<file path="src/design/adc_dac_glue_pkg.sv">
package adc_dac_glue_pkg;

    // **********************************************
    // address map of the expansion i/o space
    // **********************************************
    localparam int ADDR_W = 13;
    localparam int DATA_W = 12;
    localparam int ADC_IO_ADDR = 32'h0080_4000;
    localparam int DAC_IO_ADDR = 32'h0080_5000;
    localparam int SEL_BIT = 12;

    // **********************************************
    // register interface offsets
    // **********************************************
    localparam logic [3:0] OFS_CTRL = 4'h0;
    localparam logic [3:0] OFS_STATUS = 4'h1;
    localparam logic [3:0] OFS_CLEAR = 4'h2;
    localparam logic [3:0] OFS_ENABLE = 4'h3;
    localparam logic [3:0] OFS_DAC = 4'h4;
    localparam logic [3:0] OFS_ADC = 4'h5;
    localparam logic [3:0] OFS_COUNT = 4'h6;

    // interrupt status bit positions
    localparam int ST_DONE = 0;
    localparam int ST_START = 1;
    localparam int ST_DACWR = 2;

    localparam logic [2:0] ENABLE_RST = 3'h0;
    localparam logic [DATA_W-1:0] DAC_RST = 12'h000;
    localparam logic [1:0] WAIT_RD = 2'h2;

    // **********************************************
    // grouped signals
    // **********************************************
    typedef struct packed {
        logic strobe_n;
        logic read_not_write;
        logic addr_line_twelve;
        logic [DATA_W-1:0] data;
    } io_bus_t;

    typedef struct packed {
        logic start_conv_n;
        logic output_enable_n;
        logic buf_enable;
    } adc_ctrl_t;

    typedef enum logic [1:0] {
        ST_IDLE = 2'b00,
        ST_ACCESS = 2'b01,
        ST_HOLD = 2'b10
    } cyc_state_t;

endpackage : adc_dac_glue_pkg

</file>
<file path="src/design/io_bus_adc_dac_glue.sv">
// Added by the designer: the plain strobed port and the register addresses.
`timescale 1ns/10ps
module io_bus_adc_dac_glue
    import adc_dac_glue_pkg::*;
(
    input wire logic clk_i,
    input wire logic resetn_i,
    input wire io_bus_t bus_i,
    output io_bus_t bus_o,
    output logic bus_data_oe_o,
    input wire logic [DATA_W-1:0] adc_data_i,
    input wire logic adc_done_i,
    output adc_ctrl_t adc_ctrl_o,
    output logic [DATA_W-1:0] dac_latch_o,
    output logic irq_o,
    input wire logic [3:0] reg_addr_i,
    input wire logic [15:0] reg_wdata_i,
    input wire logic reg_wr_i,
    input wire logic reg_rd_i,
    output logic [15:0] reg_rdata_o
);

    // **********************************************
    // strobe decode
    // **********************************************
    logic adc_sel;
    logic rd_stb;
    logic wr_stb;
    logic wr_stb_d_r;
    logic adc_rd;
    logic adc_wr;
    logic dac_wr;

    assign adc_sel = ~bus_i.addr_line_twelve;
    assign rd_stb = ~bus_i.strobe_n & bus_i.read_not_write;
    assign wr_stb = ~bus_i.strobe_n & ~bus_i.read_not_write;
    assign adc_rd = adc_sel & rd_stb;
    assign adc_wr = adc_sel & wr_stb;
    // latch clock is the falling edge of the write strobe wr_stb, i.e. strobe release
    // line twelve may drop with the strobe, so the select is taken from the delayed term
    assign dac_wr = wr_stb_d_r & ~wr_stb;

    // **********************************************
    // converter controls, registered outputs
    // **********************************************
    adc_ctrl_t ctrl_r;
    adc_ctrl_t ctrl_nxt;

    always_comb begin
        ctrl_nxt.start_conv_n = ~adc_wr;
        ctrl_nxt.output_enable_n = ~adc_rd;
        ctrl_nxt.buf_enable = adc_rd;
    end

    always_ff @(posedge clk_i or negedge resetn_i) begin
        if (!resetn_i) begin
            ctrl_r <= '{start_conv_n: 1'b1, output_enable_n: 1'b1, buf_enable: 1'b0};
        end else begin
            ctrl_r <= ctrl_nxt;
        end
    end

    assign adc_ctrl_o = ctrl_r;

    // **********************************************
    // processor data bus return path
    // **********************************************
    io_bus_t bus_r;
    logic data_oe_r;

    always_ff @(posedge clk_i or negedge resetn_i) begin
        if (!resetn_i) begin
            bus_r <= '0;
            data_oe_r <= 1'b0;
        end else begin
            bus_r <= '0;
            bus_r.strobe_n <= 1'b1;
            // data only driven back while converter read is live
            bus_r.data <= adc_rd ? adc_data_i : '0;
            data_oe_r <= adc_rd;
        end
    end

    assign bus_o = bus_r;
    assign bus_data_oe_o = data_oe_r;

    // **********************************************
    // dac latch
    // **********************************************
    logic [DATA_W-1:0] wr_data_r;
    logic [DATA_W-1:0] dac_r;

    always_ff @(posedge clk_i or negedge resetn_i) begin
        if (!resetn_i) begin
            wr_stb_d_r <= 1'b0;
            wr_data_r <= DAC_RST;
        end else begin
            wr_stb_d_r <= wr_stb & bus_i.addr_line_twelve;
            // data is sampled during the strobe for hold margin
            if (wr_stb) begin
                wr_data_r <= bus_i.data;
            end
        end
    end

    logic sw_dac_wr;
    assign sw_dac_wr = reg_wr_i && reg_addr_i == OFS_DAC;

    always_ff @(posedge clk_i or negedge resetn_i) begin
        if (!resetn_i) begin
            dac_r <= DAC_RST;
        end else if (dac_wr) begin
            dac_r <= wr_data_r;
        end else if (sw_dac_wr) begin
            dac_r <= reg_wdata_i[DATA_W-1:0];
        end
        // reads never touch the latch
    end

    assign dac_latch_o = dac_r;

    // **********************************************
    // end of conversion synchroniser and edge
    // **********************************************
    logic done_s1_r;
    logic done_s2_r;
    logic done_s3_r;
    logic done_pulse;

    always_ff @(posedge clk_i or negedge resetn_i) begin
        if (!resetn_i) begin
            done_s1_r <= 1'b0;
            done_s2_r <= 1'b0;
            done_s3_r <= 1'b0;
        end else begin
            done_s1_r <= adc_done_i;
            done_s2_r <= done_s1_r;
            done_s3_r <= done_s2_r;
        end
    end

    assign done_pulse = done_s2_r & ~done_s3_r;

    // **********************************************
    // cycle tracker: counts strobe length for status
    // **********************************************
    cyc_state_t state_r;
    cyc_state_t state_nxt;
    logic [7:0] cyc_len_r;
    logic [7:0] last_len_r;

    always_comb begin
        state_nxt = state_r;
        case (state_r)
            ST_IDLE: begin
                if (!bus_i.strobe_n) begin
                    state_nxt = ST_ACCESS;
                end
            end
            ST_ACCESS: begin
                if (bus_i.strobe_n) begin
                    state_nxt = ST_HOLD;
                end
            end
            ST_HOLD: begin
                state_nxt = ST_IDLE;
            end
            default: begin
                state_nxt = ST_IDLE;
            end
        endcase
    end

    always_ff @(posedge clk_i or negedge resetn_i) begin
        if (!resetn_i) begin
            state_r <= ST_IDLE;
            cyc_len_r <= 8'h00;
            last_len_r <= 8'h00;
        end else begin
            state_r <= state_nxt;
            if (state_r == ST_ACCESS) begin
                cyc_len_r <= cyc_len_r + 8'h01;
            end else begin
                cyc_len_r <= 8'h00;
            end
            // strobe length shows the processor's wait setting
            if (state_r == ST_ACCESS && state_nxt == ST_HOLD) begin
                last_len_r <= cyc_len_r + 8'h01;
            end
        end
    end

    // **********************************************
    // interrupt status, enable and clear
    // **********************************************
    logic [2:0] status_r;
    logic [2:0] enable_r;
    logic [2:0] events;
    logic [2:0] clr;
    logic [11:0] result_r;
    logic [15:0] conv_count_r;
    logic irq_r;
    logic adc_wr_d_r;

    always_ff @(posedge clk_i or negedge resetn_i) begin
        if (!resetn_i) begin
            adc_wr_d_r <= 1'b0;
        end else begin
            adc_wr_d_r <= adc_wr;
        end
    end

    assign events = {dac_wr, adc_wr & ~adc_wr_d_r, done_pulse};
    assign clr = (reg_wr_i && reg_addr_i == OFS_CLEAR) ? reg_wdata_i[2:0] : 3'h0;

    always_ff @(posedge clk_i or negedge resetn_i) begin
        if (!resetn_i) begin
            status_r <= 3'h0;
        end else begin
            // a new event wins over a clear in the same cycle
            status_r <= (status_r & ~clr) | events;
        end
    end

    always_ff @(posedge clk_i or negedge resetn_i) begin
        if (!resetn_i) begin
            enable_r <= ENABLE_RST;
        end else if (reg_wr_i && reg_addr_i == OFS_ENABLE) begin
            enable_r <= reg_wdata_i[2:0];
        end
    end

    always_ff @(posedge clk_i or negedge resetn_i) begin
        if (!resetn_i) begin
            result_r <= 12'h000;
            conv_count_r <= 16'h0000;
        end else begin
            if (adc_rd) begin
                result_r <= adc_data_i;
            end
            if (done_pulse) begin
                conv_count_r <= conv_count_r + 16'h0001;
            end
        end
    end

    always_ff @(posedge clk_i or negedge resetn_i) begin
        if (!resetn_i) begin
            irq_r <= 1'b0;
        end else begin
            irq_r <= |(((status_r & ~clr) | events) & enable_r);
        end
    end

    assign irq_o = irq_r;

    // **********************************************
    // register read port
    // **********************************************
    logic [15:0] rdata_r;

    always_ff @(posedge clk_i or negedge resetn_i) begin
        if (!resetn_i) begin
            rdata_r <= 16'h0000;
        end else if (reg_rd_i) begin
            case (reg_addr_i)
                OFS_CTRL: rdata_r <= {6'h00, last_len_r, state_r};
                OFS_STATUS: rdata_r <= {13'h0000, status_r};
                OFS_ENABLE: rdata_r <= {13'h0000, enable_r};
                OFS_DAC: rdata_r <= {4'h0, dac_r};
                OFS_ADC: rdata_r <= {4'h0, result_r};
                OFS_COUNT: rdata_r <= conv_count_r;
                default: rdata_r <= 16'h0000;
            endcase
        end else begin
            rdata_r <= 16'h0000;
        end
    end

    assign reg_rdata_o = rdata_r;

endmodule : io_bus_adc_dac_glue

</file>
<file path="config.mk">
export PLATFORM = sky130hd
export DESIGN_NAME = io_bus_adc_dac_glue
export DESIGN_NICKNAME = d
export VERILOG_FILES = /design/src/design/adc_dac_glue_pkg.sv /design/src/design/io_bus_adc_dac_glue.sv
export SDC_FILE = /design/constraint.sdc
export NUM_CORES = 1
export LEC_CHECK = 0
export BUFFER_PORTS_ARGS = -buffer_cell sky130_fd_sc_hd__buf_2
export CORE_AREA = 10 10 132 134
export DETAILED_ROUTE_END_ITERATION = 16
export DIE_AREA = 0 0 142 144
export PLACE_DENSITY_LB_ADDON = 0.05
export SLEW_MARGIN = 5
export SYNTH_ARGS = -nofsm -noshare
export SYNTH_HDL_FRONTEND = slang
export SYNTH_SLANG_ARGS = --single-unit
</file>
<file path="constraint.sdc">
create_clock -name clk_i -period 1.5 [get_ports clk_i]
set_clock_uncertainty 0.1 [all_clocks]
set_input_delay 0.3 -clock clk_i [delete_from_list [all_inputs] [get_ports clk_i]]
set_output_delay 0.3 -clock clk_i [all_outputs]
set_load 0.005 [all_outputs]
</file>
== Word-level counts from Yosys, hierarchy flattened ==
Cells that the tools add are included.
Word-level totals
  logic and storage cells: 69
  bits of input ports: 52
  register bits: 114
  output and inout bits: 48
Operators by class
  add/sub/neg operators: 2
  bitwise operators: 20
  reductions and logical operators: 8
  multiplexer cells: 10
  eq/ne operators: 8
Operators by type and width (number)
  16-bit case mux with 6 select lines: 1
  12-bit two-way mux: 3
  16-bit by 1-bit adder with 16-bit output, second input constant: 1
  16-bit two-way mux: 1
  4-bit by 3-bit == test with 1-bit output, second input constant: 3
  8-bit by 1-bit adder with 8-bit output, second input constant: 1
  1-bit bitwise AND: 8
  4-bit by 2-bit == test with 1-bit output, second input constant: 2
  8-bit two-way mux: 1
  1-bit inverter: 8
  3-bit bitwise AND: 2
  4-bit by 1-bit == test with 1-bit output, second input constant: 1
  1-bit logical AND: 4
  4-bit zero test: 1
  2-bit two-way mux: 2
  2-bit case mux with 2 select lines: 1
  3-bit two-way mux: 1
  3-bit inverter: 1
  3-bit OR: 1
  3-bit OR reduction: 1
  2-bit by 1-bit == test with 1-bit output, second input constant: 1
  2-bit == test, second input constant: 1
  2-bit zero test: 1
  2-bit nonzero test: 1

== Longest topological paths before layout ==
Gate-level depths: netlist (run 1).
  depth after elaboration: 8
  depth in mapped cells: 7
  gate-level depth less buffers: 5

== Least setup slack after synthesis (run 1) ==
No wires, ideal clock.
  path kind: in2reg
  from: input port reg_addr_i[1]
  to: register dac_r[3] (netlist: dac_latch_o[3])
  cell stages on the path: 6
  arrival: 1.353 ns
  setup slack: -0.090 ns
  required time: 1.263 ns
  buffers on the path: 2
  library setup time: 0.137 ns
  cells stage by stage: buf_4 nor4b_4 nand2_4 buf_6 mux2i_1 a21oi_1
Between the ends
  word-level cells in the longest chain between the ends: 3
Ends and longest elaborated chain
  start, declared: line io_bus_adc_dac_glue.sv:16  | input wire logic [3:0] reg_addr_i,
  4-bit by 3-bit == test with 1-bit output: line io_bus_adc_dac_glue.sv:107  | assign sw_dac_wr = reg_wr_i && reg_addr_i == OFS_DAC;
  1-bit logical AND: line io_bus_adc_dac_glue.sv:107
  2-bit nonzero test (no source line)
  end signal, assigned: line io_bus_adc_dac_glue.sv:113  | dac_r <= wr_data_r;
  end signal, assigned: line io_bus_adc_dac_glue.sv:115  | dac_r <= reg_wdata_i[DATA_W-1:0];
  end, declared: line io_bus_adc_dac_glue.sv:91  | logic [DATA_W-1:0] dac_r;
Every way passes these cells.
A chain may end at the register's enable or synchronous reset.

== Worst setup path after layout (run 1) ==
  from: register conv_count_r[0]
  to: register conv_count_r[6]
Between the ends
  word-level cells in the longest chain between the ends: 1
Ends and longest elaborated chain
  start, declared: line io_bus_adc_dac_glue.sv:201  | logic [15:0] conv_count_r;
  start signal, assigned: line io_bus_adc_dac_glue.sv:242  | conv_count_r <= conv_count_r + 16'h0001;
  16-bit by 1-bit adder with 16-bit output: line io_bus_adc_dac_glue.sv:242
Every way passes these cells.

==> reports/qor.yml, run 1 <==
status: "finished, final reports clean"
setup_viol: 0
cpPeakStageDelay_ps: 350
synth_seq_cells: 114
post-route-min-period_ps: 1437
dieArea_um2: 20450
first_global_vias: 3639
rr_worst_depth: 6
fin_ws_ps: 62.91
root_buffer: "clkbuf_16"
finalMaxSlewViolations: 0
dpl.cell_count: 685
hp-class: "input port to register"
crit_path_end_kind: "register"
ir_drop_mv: 0.7714
crit_arrival_ps: 1620
io_buffer_count: 93
syn-cell-area_um2: 4649
insertion_delay_ps: 410
dr.pass1.iters: 5
routedWlPerCell_um: 17.44
antenna_found_initial: 0
cts_made_buffers: 17
cpMaxStageDelayCell: "dfrtp_1"
nNetsFinal: 575
die_w_um: 142
crit_chain: "ha_2 -> and3_4 -> nand4_1 -> buf_6 -> buf_4 -> xnor2_1"
internal-power_mw: 6.544
dpl.hpwl_mm: 9.582
drt_wl_total_mm: 12.57
p_sw_mw: 2.116
power.total_mw: 8.660
rsz0062_at_grt: "yes"
cts.sinks: 114
timing.final.crit_share: 0.9581
initial_core_util: 0.3128
powerDensity_nw_per_um2: 1382
fmax_ghz: 0.6959
row_count: 45
synth_edf_count: 0
dp_slack_ps: -237.0
crit_type: "register to register"
initialDrtViolationCount: 171
p_leak_nw: 3.256
synth_seq_area_share: 0.6141
grt-ovfl-total: 0
grt_pass1_wl_mm: 19.79
place.gp.congestion: 0.7784
areaGrowthSynthToFinish_pct: 34.77
finalHoldViolations: 0
grt_start_max_net_pins: 63
seq_power_share: 0.429
synthCells: 382
num_antenna_cells: 0
core_um2: 14860
async_flop_share: 1.000
cp-start-kind: "register"
htree_levels: 4
stdcell_count: 721
via_per_inst: 4.655
route.detailed.drc: 0
antenna_left: 0
cts_tree: "built"
whs_path_depth: 2
io_pins: 100
switching_share: 0.2443
vias: 3356
cp_max_fo: 5
syn_area_per_cell_um2: 12.17
ys_warn_count: 0
track_usage: 0.1273
ys_types: 41
power.share.combinational: 0.129
clk_path_buf_depth: 2
worstPathRequired_ps: 1680
drive_gt1_frac: 0.3734
clkTransAtPathRegs_ps: 50
synthFlopType: "dfrtp_1"
p_clk_frac: 0.442
fp.dieH_um: 144
setup_tns_ps: 0
max_cap_violations: 0
-- cells in the final DEF (no fill, tap or decap), types with 2 or more instances in the layout --
cell type / n
nand4_1: 3
and3_4: 2
nor3_2: 3
dfstp_2: 2
a222oi_1: 7
dlygate4sd3_1: 2
a22o_1: 7
nor2_1: 39
clkbuf_1: 3
clkbuf_8: 6
nand2_1: 17
nand3_1: 12
xnor2_1: 8
buf_2: 92
mux2i_1: 17
nor3_1: 3
buf_12: 4
a211oi_1: 3
xor2_1: 13
o21ai_0: 7
nand2b_1: 3
mux2_2: 20
clkinv_2: 4
and2_1: 3
a221oi_1: 3
buf_4: 40
dfrtp_1: 112
inv_1: 5
a21o_1: 13
nor2b_1: 4
clkbuf_16: 17
a21oi_1: 17
and3_1: 21
conb_1: 3
-- state kept, by name (all words and copies together) (netlist names), 2 cells and up --
signal        flops
conv_count_r     16
reg_rdata_o      16
bus_o            13
dac_latch_o      12
result_r         12
wr_data_r        12
cyc_len_r         8
last_len_r        8
enable_r          3
status_r          3
adc_ctrl_o        2
state_r           2
-- worst paths after layout --
path / end / startpoint / slack (ps)
setup reg to reg: conv_count_r[6] / conv_count_r[0] / 60
hold reg to reg: done_s2_r / done_s1_r / 260
max in group asynchronous: adc_ctrl_o[2] / resetn_i / 630
setup / recovery: conv_count_r[6] / conv_count_r[0] / 60
min in group asynchronous: conv_count_r[10] / resetn_i / 340
hold / removal: wr_data_r[3] / bus_i[3] / 20
-- critical path, delay by kind of cell, from the launching register on --
| kind | cells | cell delay [ps] |
|---|---|---|
| adders and majority gates | 1 | 180 |
| buffers and inverters | 2 | 290 |
| DFF | 1 | 350 |
| xor gates and xnor gates | 1 | 110 |
| and+or+nand+nor | 2 | 280 |
-- cells by family after synthesis --
kind of cell,count (synthesis),synth area share
AND/OR/NAND/NOR,120,0.1337
flip-flops,114,0.6141
AO/OA/AOI/OAI,61,0.09177
multiplexers,37,0.08504
buffers and inverters,25,0.02879
XOR/XNOR,21,0.03956
adder cells (fa/ha/maj),2,0.005381
other,2,0.001615
-- layout make-up --
cell class              instances  area [µm²]
flip-flops and latches        114        2855
clock buffers                  26       519.2
inverters                       5       18.77
multi-input cells             244        1715
well taps                     188       235.2
repair buffers                139       872.1
fillers                      1481        8598
clock inverters                 5       50.05
-- repair_timing --
item,4_1_cts,5_1_grt
hold endpoints to repair,113,0
setup endpoints to repair,3,6
resized for setup,1,9
setup buffers,2,1
pin swaps,1,3
hold buffers,2,0
-- per-stage QoR --
step,hold WS [ps],util,cell area [µm²]
finish,23.25,0.4215,6266
global route,3.138,0.4215,6266
CTS,0.6734,0.4184,6218
detailed placement,224.8,0.3774,5609
global placement,230.7,0.3774,5609
floorplan,-95.59,-,4667
-- synth_stat cells, types with 2 or more instances --
library cell  count  area, µm²
buf_6             2      22.52
o21ai_0           7      35.03
nand2_1          17      63.81
a222oi_1          7      70.07
nor2b_1           4      25.02
a221oi_1          3      26.28
nand2b_1          3      18.77
nand3_1          12      60.06
ha_1              2      25.02
conb_1            2      7.510
nand4_1           3      18.77
buf_4             5      37.54
mux2_2           20      225.2
a21o_1           13      97.59
inv_1             5      18.77
mux2i_1          17      170.2
buf_2             5      25.02
a21oi_1          17      85.08
dfstp_2           2      52.55
o21ai_1           2      10.01
a211oi_1          3      22.52
nor2_1           40      150.1
clkbuf_1          7      26.28
and3_1           23      143.9
dfrtp_1         112       2803
xnor2_1           8      70.07
a22o_1            7      61.31
xor2_1           13      113.9
and2_1            3      18.77
nor3_1            7      35.03
-- power groups by stage --
stage / Sequential (mW) / Clock, mW / Combinational (mW)
detailed placement: 3.77 / 0 / 1.12
global placement: 3.76 / 0 / 1.11
finish: 3.71 / 3.83 / 1.12
CTS: 3.72 / 3.94 / 1.13
global route: 3.76 / 4.09 / 1.26
floorplan: 3.67 / 0 / 0.538
-- metal layers --
metal,vias to the layer above,wire length (µm),GRT usage
li1,1618,-,-
met1,1629,5682,0.1551
met2,97,5824,0.1936
met3,12,926,0.05674
met4,0,140,0.04841
met5,-,0,0
Note: power is estimated with default switching activity, not from simulation.
==> run 2: changes to the inputs <==
--- a/config.mk
+++ b/config.mk
@@ -9,6 +9,7 @@
 export CORE_AREA = 10 10 132 134
 export DETAILED_ROUTE_END_ITERATION = 16
 export DIE_AREA = 0 0 142 144
+export MAX_ROUTING_LAYER = met4
 export PLACE_DENSITY_LB_ADDON = 0.05
 export SLEW_MARGIN = 5
 export SYNTH_ARGS = -nofsm -noshare
==> run 2 against run 1 <==
  * Critical path type unchanged
  * Routed wire length grew 0.27%
  * Total power hardly changed
  * Critical path depth unchanged
  * Worst setup slack about the same
  * Final area unchanged
  * Maximum frequency about the same
==> reports/qor.yml, run 2 (same netlist as run 1, synthesis figures left out) <==
status: "finished, final reports clean"
dpl.cell_count: 685  # unchanged
final_common_cell: "dfrtp_1"
power.total_mw: 8.660  # about the same
rsz0062_at_grt: "yes"
hold_slack_ps: 23.90  # +0.6435 ps
root_buffer: "clkbuf_16"
core_um2: 14860  # unchanged
stdcell_count: 721  # unchanged
place.gp.congestion: 0.7890  # +1.4%
insertion_delay_ps: 410  # about the same
worstPathRequired_ps: 1680  # about the same
initial_core_util: 0.3128  # unchanged
clkTransAtPathRegs_ps: 50  # about the same
track_usage: 0.1309  # +0.003625
clk_path_buf_depth: 2  # unchanged
drive_gt1_frac: 0.3734  # unchanged
cp-start-kind: "register"
io_buffer_count: 93  # unchanged
fp.dieH_um: 144  # unchanged
cp_max_fo: 5  # unchanged
initialDrtViolationCount: 191  # +12%
via_per_inst: 4.659  # about the same
n_fill_cell: 1481  # unchanged
cts_tree: "built"
antenna_left: 0  # unchanged
finalMaxSlewViolations: 0  # unchanged
areaGrowthSynthToFinish_pct: 34.77  # unchanged
route.detailed.drc: 0  # unchanged
dpl.hpwl_mm: 9.582  # unchanged
powerDensity_nw_per_um2: 1382  # about the same
most-common-layout-cells: "dfrtp_1 (112), buf_2 (92), buf_4 (40)"
p_leak_nw: 3.256  # unchanged
grt_start_max_net_pins: 63  # unchanged
htree_levels: 4  # unchanged
final_util: 0.4215  # unchanged
ir_drop_mv: 0.7724  # +0.13%
rrSetupSlack_ps: 60  # about the same
timing.final.crit_share: 0.9582  # about the same
rr_startpoint: "conv_count_r[0]"
fmax_ghz: 0.6957  # about the same
crit_type: "register to register"
drt_wl_total_mm: 12.61  # +0.27%
dr.pass1.iters: 4  # -1
cts_made_buffers: 17  # unchanged
antenna_found_initial: 0  # unchanged
hp-class: "input port to register"
routedWlPerCell_um: 17.49  # +0.27%
cts.sinks: 114  # unchanged
crit_path_end_kind: "register"
crit_chain: "ha_2 -> and3_4 -> nand4_1 -> buf_6 -> buf_4 -> xnor2_1"
grt-ovfl-total: 0  # unchanged
whs_path_depth: 2  # unchanged
max_cap_violations: 0  # unchanged
io_pins: 100  # unchanged
setup_viol: 0  # unchanged
crit_arrival_ps: 1620  # about the same
finalHoldViolations: 0  # unchanged
row_count: 45  # unchanged
vias: 3359  # +0.089%
worstSetupEndpoint: "conv_count_r[6]"
num_antenna_cells: 0  # unchanged
reg2reg_to: "conv_count_r[6]"
cpMaxStageDelayCell: "dfrtp_1"
setup_tns_ps: 0  # unchanged
post-route-min-period_ps: 1437  # +0.2584 ps
grt_pass1_wl_mm: 19.80  # about the same
nNetsFinal: 575  # unchanged
dieArea_um2: 20450  # unchanged
startpoint: "conv_count_r[0]"
rr_worst_depth: 6  # unchanged
die_w_um: 142  # unchanged
first_global_vias: 3644  # +0.14%
cpPeakStageDelay_ps: 350  # about the same
==> run 2: cell counts in the layout (fill, tap and decap cells not counted) <==
No cell type changed its count.
==> run 2: layer usage <==
| layer | global-route usage | wire, µm | up-vias | part of all wire |
|---|---|---|---|---|
| met4 | 0.04841 | 104 | 0 | 0.0082 |
| li1 | - | - | 1619 | - |
| met5 | - | 0 | - | 0 |
| met3 | 0.05018 | 736 | 8 | 0.058 |
| met1 | 0.1593 | 5920 | 1638 | 0.47 |
| met2 | 0.1938 | 5846 | 94 | 0.46 |
==> run 2: metrics by stage <==
stage | setup WS [ps] | cell area (µm²)
2_1_floorplan | -67.70 | 4667
3_3_place_gp | -210.0 | 5609
3_5_place_dp | -237.0 | 5609
4_1_cts | 11.24 | 6218
5_1_grt | -95.23 | 6266
6_report | 62.65 | 6266
==> run 2: report_power, final <==
part | internal [mW] | total [mW] | switching [mW]
Sequential | 3.42 | 3.72 | 0.292
Clock | 2.52 | 3.83 | 1.31
Combinational | 0.604 | 1.12 | 0.514
==> run 2: cell type report <==
cell class,instances,area [µm²],share of cell area
Tap cell,188,235.2,0.03754
Multi-Input combinational cell,244,1715,0.2738
Inverter,5,18.77,0.002995
Clock buffer,26,519.2,0.08287
Sequential cell,114,2855,0.4557
Clock inverter,5,50.05,0.007987
Timing Repair Buffer,139,872.1,0.1392
==> run 2: repair_timing <==
action	4_1_cts	5_1_grt
hold buffers	2	0
endpoints found under the setup margin	3	6
gates resized for setup	1	9
hold endpoints to repair	113	0
pin swaps	1	3
setup buffers	2	1
==> run 2: worst min path at each step <==
stage	startpoint	to	slack [ps]
floorplan	resetn_i	adc_wr_d_r	-100
global placement	resetn_i	conv_count_r[11]	230
detailed placement	resetn_i	conv_count_r[10]	220
CTS	bus_i[3]	wr_data_r[3]	0.7
global route	bus_i[5]	wr_data_r[5]	3
finish	bus_i[7]	wr_data_r[7]	20
==> run 2: worst max-delay path, delay by kind of cell (launching register included) <==
kind	cells	cell delay (ps)
xor gates and xnor gates	1	110
adders and majority gates	1	180
buffers and inverters	2	290
DFF	1	350
and+or+nand+nor	2	280
==> run 3: changes to the inputs <==
--- a/config.mk
+++ b/config.mk
@@ -11,6 +11,7 @@
 export DIE_AREA = 0 0 142 144
 export MAX_ROUTING_LAYER = met4
 export PLACE_DENSITY_LB_ADDON = 0.05
+export SETUP_SLACK_MARGIN = 0.2
 export SLEW_MARGIN = 5
 export SYNTH_ARGS = -nofsm -noshare
 export SYNTH_HDL_FRONTEND = slang
==> run 3 against run 2 <==
  * Flip-flop and latch count stayed put
  * Cell count is 4.7% higher
  * Non-clock buffer count is 33 higher
  * Clock power hardly changed
  * Core utilization is 3.3 points higher
  * Count of clock-buffer cells in the layout is 2 higher
  * Sequential power is 1% lower
  * Routed wire length is 7.9% higher
  * Highest routed layer unchanged
==> reports/qor.yml, run 3 (same netlist as run 1, synthesis figures left out) <==
crit_family: "flip-flops"
powerDensity_nw_per_um2: 1356  # -1.9%
insertion_delay_ps: 410  # about the same
track_usage: 0.1429  # +0.01203
hp-class: "input port to register"
drt_wl_total_mm: 13.60  # +7.9%
dp_slack_ps: -159.2  # +77.81 ps
root_buffer: "clkbuf_16"
dpl.hpwl_mm: 9.918  # +3.5%
final_util: 0.4542  # +0.03266
power.total_mw: 9.158  # +5.7%
htree_levels: 4  # unchanged
initialDrtViolationCount: 260  # +36%
fmax_ghz: 0.6826  # -1.9%
crit_path_end_kind: "register"
vias: 3565  # +6.1%
cp_max_fo: 5  # unchanged
cts.sinks: 114  # unchanged
grt_start_max_net_pins: 77  # +22%
p_sw_mw: 2.267  # +7.1%
fin_ws_ps: 34.96  # -27.69 ps
rsz0062_at_grt: "yes"
final_common_cell: "dfrtp_1"
finalHoldViolations: 0  # unchanged
power.share.combinational: 0.177  # +0.048
core_um2: 14860  # unchanged
grt_pass1_wl_mm: 21.60  # +9.1%
timing.final.crit_share: 0.9767  # +0.01846
drive_gt1_frac: 0.4586  # +0.08520
io_pins: 100  # unchanged
p_leak_nw: 3.503  # +7.6%
clk_path_buf_depth: 2  # unchanged
initial_core_util: 0.3128  # unchanged
ir_drop_mv: 0.8095  # +4.8%
rrSetupSlack_ps: 30  # -30 ps
crit_chain: "ha_2 -> and3_4 -> nand4_1 -> buf_6 -> buf_4 -> xnor2_1"
finalMaxSlewViolations: 0  # unchanged
switching_share: 0.2476  # +0.003216
nNetsFinal: 608  # +5.7%
status: "finished, final reports clean"
cp-start-kind: "register"
post-route-min-period_ps: 1465  # +27.69 ps
max_cap_violations: 0  # unchanged
die_w_um: 142  # unchanged
fp.dieH_um: 144  # unchanged
seq_power_share: 0.402  # -0.027
cts_made_buffers: 17  # unchanged
crit_arrival_ps: 1660  # +40 ps
internal-power_mw: 6.891  # +5.3%
clkTransAtPathRegs_ps: 50  # about the same
antenna_found_initial: 0  # unchanged
dieArea_um2: 20450  # unchanged
dr.pass1.iters: 5  # +1
cts_tree: "built"
route.detailed.drc: 0  # unchanged
n_fill_cell: 1436  # -3.0%
cpPeakStageDelay_ps: 360  # about the same
io_buffer_count: 93  # unchanged
areaGrowthSynthToFinish_pct: 45.21
p_clk_frac: 0.421  # -0.021
place.gp.congestion: 0.7654  # -3.0%
antenna_left: 0  # unchanged
num_antenna_cells: 0  # unchanged
grt-ovfl-total: 0  # unchanged
cpMaxStageDelayCell: "dfrtp_1"
crit_type: "register to register"
worstPathRequired_ps: 1700  # +20 ps
first_global_vias: 3894  # +6.9%
routedWlPerCell_um: 18.01  # +3.0%
setup_viol: 0  # unchanged
path_buf_inv: 2  # unchanged
row_count: 45  # unchanged
most-common-layout-cells: "dfrtp_1 (106), buf_2 (86), buf_4 (67)"
via_per_inst: 4.722  # +1.4%
-- run 3: cell types whose count changed in the layout (fill, tap and decap cells not counted), sizes merged --
cell / previous run / this run
clkbuf: 26 / 28
clkinv: 4 / 3
buf: 137 / 169
dlygate4sd3: 2 / 3
-- run 3: final cells by class --
type                            instances  area (µm²)  share of cell area
Tap cell                              188       235.2             0.03484
Clock inverter                          4       45.04            0.006672
Multi-Input combinational cell        244        1902              0.2817
Inverter                                5       18.77            0.002780
Timing Repair Buffer                  172        1161              0.1720
Sequential cell                       114        2863              0.4240
Clock buffer                           28       526.8             0.07802
-- run 3: worst register-to-register path: cells and delay by family, from the launching register on --
family                     cells  cell delay, ps
xor gates and xnor gates       1             110
adders and majority gates      1             180
buffers and inverters          2             310
DFF                            1             360
and+or+nand+nor                2             280
-- run 3: repair_timing --
| action | 4_1_cts | 5_1_grt |
|---|---|---|
| gates resized for setup | 32 | 28 |
| setup buffers | 24 | 8 |
| gates cloned | 0 | 0 |
| endpoints found under the setup margin | 58 | 74 |
| pin swaps | 12 | 14 |
| endpoints found under the hold margin | 115 | 0 |
| hold buffers | 3 | 0 |
-- run 3: through the flow --
| stage | cell area, µm² | cells | hold WS [ps] | setup TNS [ps] |
|---|---|---|---|---|
| 2_1_floorplan | 4703 | 383 | -95.59 | -673.8 |
| 3_3_place_gp | 5635 | 688 | 46.79 | -3142 |
| 3_5_place_dp | 5635 | 688 | 48.63 | -3710 |
| 4_1_cts | 6555 | 747 | 1.402 | 0 |
| 5_1_grt | 6751 | 755 | 11.12 | -90.51 |
| 6_report | 6751 | 755 | 20.67 | 0 |
-- run 3: worst paths after layout --
check | startpoint | to | cells after the start
max in group asynchronous | resetn_i | cyc_len_r[0] | 3
max | conv_count_r[1] | conv_count_r[6] | 6
max reg2reg | conv_count_r[1] | conv_count_r[6] | 6
min in group asynchronous | resetn_i | reg_rdata_o[1] | 2
min | bus_i[1] | wr_data_r[1] | 2
min reg2reg | done_s1_r | done_s2_r | 0
-- run 3: power groups by stage --
stage	Combinational, mW	Clock (mW)	Sequential [mW]
finish	1.62	3.86	3.68
detailed placement	1.11	0	3.78
floorplan	0.542	0	3.67
global placement	1.09	0	3.77
CTS	1.52	3.95	3.68
global route	1.79	4.10	3.72
-- run 3: metal layers --
metal | track usage | wire length (µm)
met5 | - | 0
met4 | 0.06240 | 227
met3 | 0.04001 | 679
met2 | 0.2067 | 6226
met1 | 0.1835 | 6467
